**src/hdl/uefl_consts.svh**
```systemverilog
// constants of the usb endpoint event flag block
// *****************************************************************************
// *****************************************************************************
`ifndef UEFL_CONSTS_SVH
`define UEFL_CONSTS_SVH
`define UEFL_ADDR_ZLRX     12'h000
`define UEFL_ADDR_NAK      12'h004
`define UEFL_ADDR_EPMSK    12'h008
`define UEFL_ADDR_NAKMSK   12'h00C
`define UEFL_ZLRX_RESET    8'h00
`define UEFL_NAK_RESET     8'h00
`define UEFL_MSK_RESET     8'h00
`define UEFL_NAK_VALID     8'hFE
`endif

```
**src/hdl/uefl_pkg.sv**
```systemverilog
// types of the usb endpoint event flag block
package uefl_pkg;
  typedef logic [7:0]  uefl_ep_vec_t;
  typedef logic [31:0] uefl_word_t;
  typedef enum logic [1:0] {
    UEFL_STAGE_IDLE   = 2'b00,
    UEFL_STAGE_SETUP  = 2'b01,
    UEFL_STAGE_DATA   = 2'b10,
    UEFL_STAGE_STATUS = 2'b11
  } uefl_stage_t;
endpackage : uefl_pkg

```
**src/hdl/uefl_top.sv**
```systemverilog
// endpoint zero-length and nak flags with masks behind an apb slave
`timescale 1ns/100ps
`include "uefl_consts.svh"
module uefl_top #(
  parameter int ADDR_W = 12,
  parameter int NUM_EP = 8
) (
  // clock and reset
  input  wire logic                  pclk,
  input  wire logic                  presetn,
  // apb slave
  input  wire logic                  psel,
  input  wire logic                  penable,
  input  wire logic                  pwrite,
  input  wire logic [ADDR_W-1:0]     paddr,
  input  wire logic [3:0]            pstrb,
  input  wire uefl_pkg::uefl_word_t  pwdata,
  output      uefl_pkg::uefl_word_t  prdata,
  output logic                       pready,
  output logic                       pslverr,
  // protocol engine events
  input  wire uefl_pkg::uefl_ep_vec_t zero_len_rx,
  input  wire uefl_pkg::uefl_stage_t  ep0_stage,
  input  wire uefl_pkg::uefl_ep_vec_t nak_sent,
  // interrupt outputs
  output logic                       int_rx_zero,
  output logic                       int_nak
);
  import uefl_pkg::*;

  // elaboration-time refusal of parameter values the logic cannot serve
  if (NUM_EP != 8 || ADDR_W < 4) begin : g_bad_params
    $error("uefl_top: NUM_EP must be 8 and ADDR_W at least 4");
  end

  // *****************************************************************************
  // address decode
  // *****************************************************************************
  function automatic logic [2:0] decode(input logic [ADDR_W-1:0] a);
    logic [11:0] a12;
    a12 = 12'(a);
    if (a12 == `UEFL_ADDR_ZLRX) begin
      decode = 3'h1;
    end else if (a12 == `UEFL_ADDR_NAK) begin
      decode = 3'h2;
    end else if (a12 == `UEFL_ADDR_EPMSK) begin
      decode = 3'h3;
    end else if (a12 == `UEFL_ADDR_NAKMSK) begin
      decode = 3'h4;
    end else begin
      decode = 3'h0;
    end
  endfunction : decode

  // *****************************************************************************
  // register state
  // *****************************************************************************
  uefl_ep_vec_t zero_length_rx_flags;
  uefl_ep_vec_t nak_sent_flags;
  uefl_ep_vec_t endpoint_flag_mask_register;
  uefl_ep_vec_t nak_mask_register;
  uefl_ep_vec_t next_zero_length_rx_flags;
  uefl_ep_vec_t next_nak_sent_flags;
  uefl_ep_vec_t next_endpoint_flag_mask_register;
  uefl_ep_vec_t next_nak_mask_register;
  uefl_word_t   next_prdata;
  logic         next_pready;
  logic         next_pslverr;
  logic         next_int_rx_zero;
  logic         next_int_nak;
  logic         access;
  logic [2:0]   sel;
  logic         wr_lo;
  uefl_ep_vec_t zl_set;
  uefl_ep_vec_t nak_set;

  assign access = psel && penable && !pready;
  assign sel    = decode(paddr);
  assign wr_lo  = access && pwrite && pstrb[0];

  // *****************************************************************************
  // next state
  // *****************************************************************************
  always_comb begin
    zl_set    = zero_len_rx;
    zl_set[0] = zero_len_rx[0] && (ep0_stage == UEFL_STAGE_DATA);
    nak_set   = nak_sent & `UEFL_NAK_VALID;
    next_zero_length_rx_flags        = zero_length_rx_flags;
    next_nak_sent_flags              = nak_sent_flags;
    next_endpoint_flag_mask_register = endpoint_flag_mask_register;
    next_nak_mask_register           = nak_mask_register;
    if (wr_lo && sel == 3'h1) begin
      next_zero_length_rx_flags = zero_length_rx_flags & ~pwdata[7:0];
    end
    if (wr_lo && sel == 3'h2) begin
      next_nak_sent_flags = nak_sent_flags & ~pwdata[7:0];
    end
    if (wr_lo && sel == 3'h3) begin
      next_endpoint_flag_mask_register = pwdata[7:0];
    end
    if (wr_lo && sel == 3'h4) begin
      next_nak_mask_register = pwdata[7:0] & `UEFL_NAK_VALID;
    end
    // set wins over a clear in the same cycle
    next_zero_length_rx_flags = next_zero_length_rx_flags | zl_set;
    next_nak_sent_flags       = next_nak_sent_flags | nak_set;
    next_pready  = access;
    next_pslverr = access && (sel == 3'h0);
    next_prdata  = 32'h0000_0000;
    if (access && !pwrite) begin
      if (sel == 3'h1) begin
        next_prdata = {24'h00_0000, zero_length_rx_flags};
      end else if (sel == 3'h2) begin
        next_prdata = {24'h00_0000, nak_sent_flags};
      end else if (sel == 3'h3) begin
        next_prdata = {24'h00_0000, endpoint_flag_mask_register};
      end else if (sel == 3'h4) begin
        next_prdata = {24'h00_0000, nak_mask_register};
      end
    end
    next_int_rx_zero = |(next_zero_length_rx_flags & ~next_endpoint_flag_mask_register);
    next_int_nak     = |(next_nak_sent_flags & ~next_nak_mask_register & `UEFL_NAK_VALID);
  end

  // *****************************************************************************
  // registers
  // *****************************************************************************
  always_ff @(posedge pclk or negedge presetn) begin
    if (!presetn) begin
      zero_length_rx_flags        <= `UEFL_ZLRX_RESET;
      nak_sent_flags              <= `UEFL_NAK_RESET;
      endpoint_flag_mask_register <= `UEFL_MSK_RESET;
      nak_mask_register           <= `UEFL_MSK_RESET;
      prdata                      <= 32'h0000_0000;
      pready                      <= 1'b0;
      pslverr                     <= 1'b0;
      int_rx_zero                 <= 1'b0;
      int_nak                     <= 1'b0;
    end else begin
      zero_length_rx_flags        <= next_zero_length_rx_flags;
      nak_sent_flags              <= next_nak_sent_flags;
      endpoint_flag_mask_register <= next_endpoint_flag_mask_register;
      nak_mask_register           <= next_nak_mask_register;
      prdata                      <= next_prdata;
      pready                      <= next_pready;
      pslverr                     <= next_pslverr;
      int_rx_zero                 <= next_int_rx_zero;
      int_nak                     <= next_int_nak;
    end
  end

  // *****************************************************************************
  // per-endpoint set checks
  // *****************************************************************************
  for (genvar g = 0; g < NUM_EP; g++) begin : g_ep

    if (g > 0) begin : g_nak

    end
  end
endmodule : uefl_top

```
**config.mk**
```make
export PLATFORM = sky130hd
export DESIGN_NAME = uefl_top
export DESIGN_NICKNAME = d
export VERILOG_FILES = /design/src/hdl/uefl_pkg.sv /design/src/hdl/uefl_top.sv
export VERILOG_INCLUDE_DIRS = /design/src /design/src/hdl
export SDC_FILE = /design/constraint.sdc
export NUM_CORES = 1
export LEC_CHECK = 0
export ABC_AREA = 0
export BUFFER_PORTS_ARGS = -buffer_cell sky130_fd_sc_hd__buf_4
export CAP_MARGIN = 40
export CORE_MARGIN = 2
export CORE_UTILIZATION = 50
export DETAILED_ROUTE_END_ITERATION = 10
export PLACE_DENSITY = 0.85
export SYNTH_ARGS = -nofsm -noshare
export SYNTH_HDL_FRONTEND = slang
export SYNTH_SLANG_ARGS = --single-unit
```
**constraint.sdc**
```tcl
create_clock -name pclk -period 5.2 [get_ports pclk]
set_input_delay 0.52 -clock pclk [delete_from_list [all_inputs] [get_ports pclk]]
set_output_delay 0.52 -clock pclk [all_outputs]
set_load 0.03 [all_outputs]
```
### Yosys cells after proc, flatten, opt, wreduce, memory -nomap -nowiden

Index checks and enable logic that the tools add are counted.

| operators by class | value |
|---|---|
| reduce and logical (&&, ||, !) cells | 17 |
| bitwise logic cells | 9 |
| muxes and demuxes | 13 |
| equality and inequality tests | 8 |

Operator list:

| kind | number |
|---|---|
| 8-bit 2-to-1 mux | 9 |
| 8-bit bitwise AND | 4 |
| 12-bit by 4-bit equality test with 1-bit output (second input constant) | 2 |
| 8-bit NOT | 3 |
| 8-bit OR | 2 |
| 12-bit by 3-bit equality test with 1-bit output (second input constant) | 1 |
| 12-bit zero test | 1 |
| 3-bit 2-to-1 mux | 4 |
| 1-bit logical AND | 11 |
| 8-bit OR reduction | 1 |
| 7-bit OR reduction | 1 |
| 3-bit by 2-bit equality test with 1-bit output (second input constant) | 2 |
| 3-bit by 1-bit equality test with 1-bit output (second input constant) | 1 |
| 3-bit equality test (second input constant) | 1 |
| 3-bit zero test | 1 |
| 2-bit equality test (second input constant) | 1 |
| 1-bit zero test | 2 |

| word-level totals | value |
|---|---|
| word-level logic and storage cells | 56 |
| register bits after elaboration | 68 |

### Depth between registers and ports, before layout

| depth | value |
|---|---|
| depth in word-level cells | 11 |
| mapped depth | 9 |
| depth with buffers taken out | 7 |

### Least setup slack after synthesis

OpenSTA, ideal clock, no wires.

| timing | value |
|---|---|
| path type | input port to flip-flop |
| start point | input paddr[9] |
| end point | register int_nak |
| buffers on the path | 0 |
| stages | 6 |
| data arrival time | 1892 ps |
| data required time | 5064 ps |
| path slack | 3172 ps |
| cell sequence | nor4_4 and3_4 nand2_4 o32a_1 a222oi_1 nand4_1 |

| on the way | value |
|---|---|
| longest elaborated chain between the ends | 11 |

Ends and longest elaborated chain:

| what | line | source |
|---|---|---|
| start: declaration | uefl_top.sv:15 | `input wire logic [ADDR_W-1:0] paddr,` |
| 12-bit by 4-bit equality test with 1-bit output (no source line) | -- |  |
| 3-bit 2-to-1 mux | uefl_top.sv:48 | `` end else if (a12 == `UEFL_ADDR_NAKMSK) begin `` |
| 3-bit 2-to-1 mux | uefl_top.sv:46 | `` end else if (a12 == `UEFL_ADDR_EPMSK) begin `` |
| 3-bit 2-to-1 mux | uefl_top.sv:44 | `` end else if (a12 == `UEFL_ADDR_NAK) begin `` |
| 3-bit 2-to-1 mux (*) | uefl_top.sv:42 | `` if (a12 == `UEFL_ADDR_ZLRX) begin `` |
| 3-bit by 2-bit equality test with 1-bit output / 3-bit equality test (equally long branches) | uefl_top.sv:95, uefl_top.sv:101 |  |
| 1-bit logical AND, on equally long branches | uefl_top.sv:95, uefl_top.sv:101 |  |
| 8-bit 2-to-1 mux, on equally long branches | uefl_top.sv:95, uefl_top.sv:101 |  |
| 8-bit OR / 8-bit NOT (equally long branches) | uefl_top.sv:106, uefl_top.sv:122 |  |
| 8-bit bitwise AND (*) | uefl_top.sv:122 | `` next_int_nak = \|(next_nak_sent_flags & ~next_nak_mask_register & `UEFL_NAK_VALID); `` |
| 7-bit OR reduction (*) | uefl_top.sv:122 |  |
| named net next_int_nak | uefl_top.sv:70 | `logic next_int_nak;` |
| end signal: assignment | uefl_top.sv:148 | `int_nak <= next_int_nak;` |
| end: declaration | uefl_top.sv:27 | `output logic int_nak` |

The timed path passes the listed nets; every way through them passes the cells marked *.

### Worst setup path after layout

Same ends and word-level chain as after synthesis.

==> flow_summary.ini <==
[sta]
fin_setup_tns_ps = 0
period_minus_slack_ps = 2400
max-slew-margin-rel_pct = 60.7
setup_viol = 0
fin_crit_sh_pct = 46.2
fmax_mhz = 416
skew_ps = 3.67
drv_slew = 0
worst_pin_slew_ps = 588
rsz0062_at_grt = no
hold_violations = 0

[worst_setup_path]
startpoint_type = primary input
crit_buf_inv = 1
cp_cell_sequence = buf_4 > nor4_4 > and3_4 > nand3_1 > mux2i_1 > a222oi_1 > nand4_1
cp_max_fo = 14
path_class = in -> reg
cp_data_required_time_ps = 5380
critPathArrivalTime_ps = 2580
cpPeakStageDelay_ps = 440
critPathTopFamily = simple AND/OR/NAND/NOR gates
rrSetupSlack_ps = 2820
critPathSlowestCell = a222oi_1
worstSetupEndpointType = flip-flop

[routing]
avgRoutedWirePerCell_um = 15.2
vias_per_cell = 5.59
routed_wl_mm = 5.09
postRouteAntennaNets = 0
wl_met3_um = 416
wl_met1_mm = 2.02
drcViolationCount = 0
num_vias = 1868
route.met2.wl_mm = 2.57
drt_first_pass_iters = 4
highest_layer = met4
drtIter0Drc = 205

[layout]
final_common_cell = buf_4
drive_gt1_share_pct = 27.3
syn2layout_area_growth_pct = 19.4
regArea_um2 = 1100
multi_input_area_um2 = 1060
nets = 352
insertedDiodeCount = 0
final_cell_mix = buf_4 (54), dfrtp_1 (44), nand2_1 (27), conb_1 (24), o21ai_0 (17)
final.fill_count = 357

[place]
dp_hpwl_mm = 3.73
gp_congestion = 0.852
portBuffers = 54

[cts]
holdBufCountCts = 0
ctsHtreeMaxLevel = 2
cts.sinks = 44
cts-resized-gates = 0
root_buffer = clkbuf_8
cts_tree = yes
cts_buffer_depth = 2
numCtsBuffers = 5
clkSlewWorstSetupHoldPaths_ps = 80
insertion_delay_ps = 300
post_cts_buffers = 0

[global_route]
grt-ovfl-total = 0
grtUsageTotal_pct = 21.5
antenna_found_initial = 0
grt_max_degree = 45
grt_pass1_vias = 1835
grt_pass1_wl_mm = 8.56

[power]
seq_power_share_pct = 49.5
leakagePower_nw = 1.27
p_sw_uw = 176
p_per_area_nw_per_um2 = 248
switching_share_pct = 25.4
clockPowerShare_pct = 38.0
p_comb_share_pct = 12.5
ir_drop_v = 0.000157
p_int_uw = 517
finalPower_uw = 693

[yosys]
yosysUniqueCellTypes = 38
syn_inst = 228
synth_seq_cells = 44
synth_edf_count = 0
ys_seq_area_share_pct = 47.0
synth_area_um2 = 2340
synthArstFlopShare_pct = 100
ys_warn_count = 0
synth_ff_type = dfrtp_1
syn_area_per_cell_um2 = 10.3

[floorplan]
core_um2 = 4440
initial_utilization_pct = 52.7
chipWidth_um = 72.4
num_rows = 24
die-area_um2 = 5250
boundaryPins = 107
die_h_um = 72.4

[min_path]
hold_class = in -> async

[status]
outcome = complete, no violations

[job]
maxCapViolations = 0
path summary, 6_finish.rpt:
path | start | endpoint | depth (start not counted)
max | paddr[9] | int_nak$_DFF_PN0_ | 7
min | presetn | pready$_DFF_PN0_ | 1
max reg2reg | pready$_DFF_PN0_ | int_nak$_DFF_PN0_ | 6
min reg2reg | endpoint_flag_mask_register[1]$_DFF_PN0_ | endpoint_flag_mask_register[1]$_DFF_PN0_ | 2
max in group asynchronous | presetn | nak_sent_flags[4]$_DFF_PN0_ | 1
min in group pclk | nak_sent[5] | nak_sent_flags[5]$_DFF_PN0_ | 2
worst reg2reg max path, stage by stage (launching register included):
cell and delay [ps]:
dfrtp_1 380, nand3b_1 270, nor2_1 270, nand3_1 480, mux2i_1 280, a222oi_1 440, nand4_1 140
power by group through the flow:
stage	logic [mW]	registers [mW]	clock network [mW]
2_1_floorplan	0.0563	0.352	0
3_3_place_gp	0.0858	0.350	0
3_5_place_dp	0.0864	0.350	0
4_1_cts	0.0866	0.343	0.267
5_1_grt	0.0937	0.343	0.282
6_report	0.0865	0.343	0.264
sequential cells by signal, summed over array words and instances (netlist names), named ones only:
register and count:
prdata 8, zero_length_rx_flags 8, int_rx_zero 1, endpoint_flag_mask_register 8, pready 1, nak_sent_flags 7, int_nak 1, pslverr 1
nak_mask_register 8
final cells by class:
| cell class | count | area share [%] |
|---|---|---|
| multi-input combinational | 161 | 37.8 |
| clock buffer | 5 | 2.46 |
| sequential | 44 | 39.4 |
| tap | 52 | 2.33 |
| clock inverter | 3 | 1.52 |
| inverter | 15 | 2.01 |
| timing repair buffer | 54 | 14.5 |
through the flow:
stage	instance area, µm²	setup WS (ps)	utilization (%)	hold WS, ps	std cells
after floorplan	2430	3170	-	224	251
after global placement	2690	2480	60.4	468	326
after detailed placement	2690	2460	60.4	478	326
after CTS	2800	2780	63.0	213	334
after global routing	2800	2650	63.0	243	334
final	2800	2800	63.0	191	334
per-layer routing:
| metal | GRT usage [%] | vias up |
|---|---|---|
| li1 | - | 857 |
| met1 | 27.5 | 904 |
| met2 | 36.0 | 99 |
| met3 | 3.47 | 8 |
| met4 | 9.67 | 0 |
| met5 | 0 | - |
cells in the mapped netlist (2+ instances only):
| master | n | area, µm² |
|---|---|---|
| o221ai_1 | 2 | 17.5 |
| buf_2 | 2 | 10.0 |
| o32a_1 | 4 | 40.0 |
| or3_1 | 2 | 12.5 |
| mux4_2 | 8 | 180 |
| o21ai_0 | 17 | 85.1 |
| a32oi_1 | 2 | 17.5 |
| nand4_1 | 4 | 25.0 |
| clkbuf_1 | 2 | 7.51 |
| nor2b_1 | 14 | 87.6 |
| inv_1 | 15 | 56.3 |
| buf_1 | 2 | 7.51 |
| dfrtp_1 | 44 | 1100 |
| a21oi_1 | 4 | 20.0 |
| mux2i_1 | 3 | 30.0 |
| nor2_1 | 11 | 41.3 |
| a21o_1 | 11 | 82.6 |
| nand2_1 | 27 | 101 |
| a31oi_1 | 2 | 12.5 |
| nor4_4 | 2 | 42.5 |
| nor4_1 | 4 | 25.0 |
| nand3_1 | 4 | 20.0 |
| buf_4 | 25 | 188 |
| a22oi_1 | 3 | 22.5 |
kinds of logic after synthesis:
family                 after synthesis  share of synthesized area, %
AND/OR/NAND/NOR                     77                          18.3
AO/OA/AOI/OAI                       49                          14.0
buffers and inverters               46                          11.5
flip-flops                          44                          47.0
multiplexers                        11                          8.97
other                                1                         0.160
Note: power is estimated with default switching activity, not from simulation.
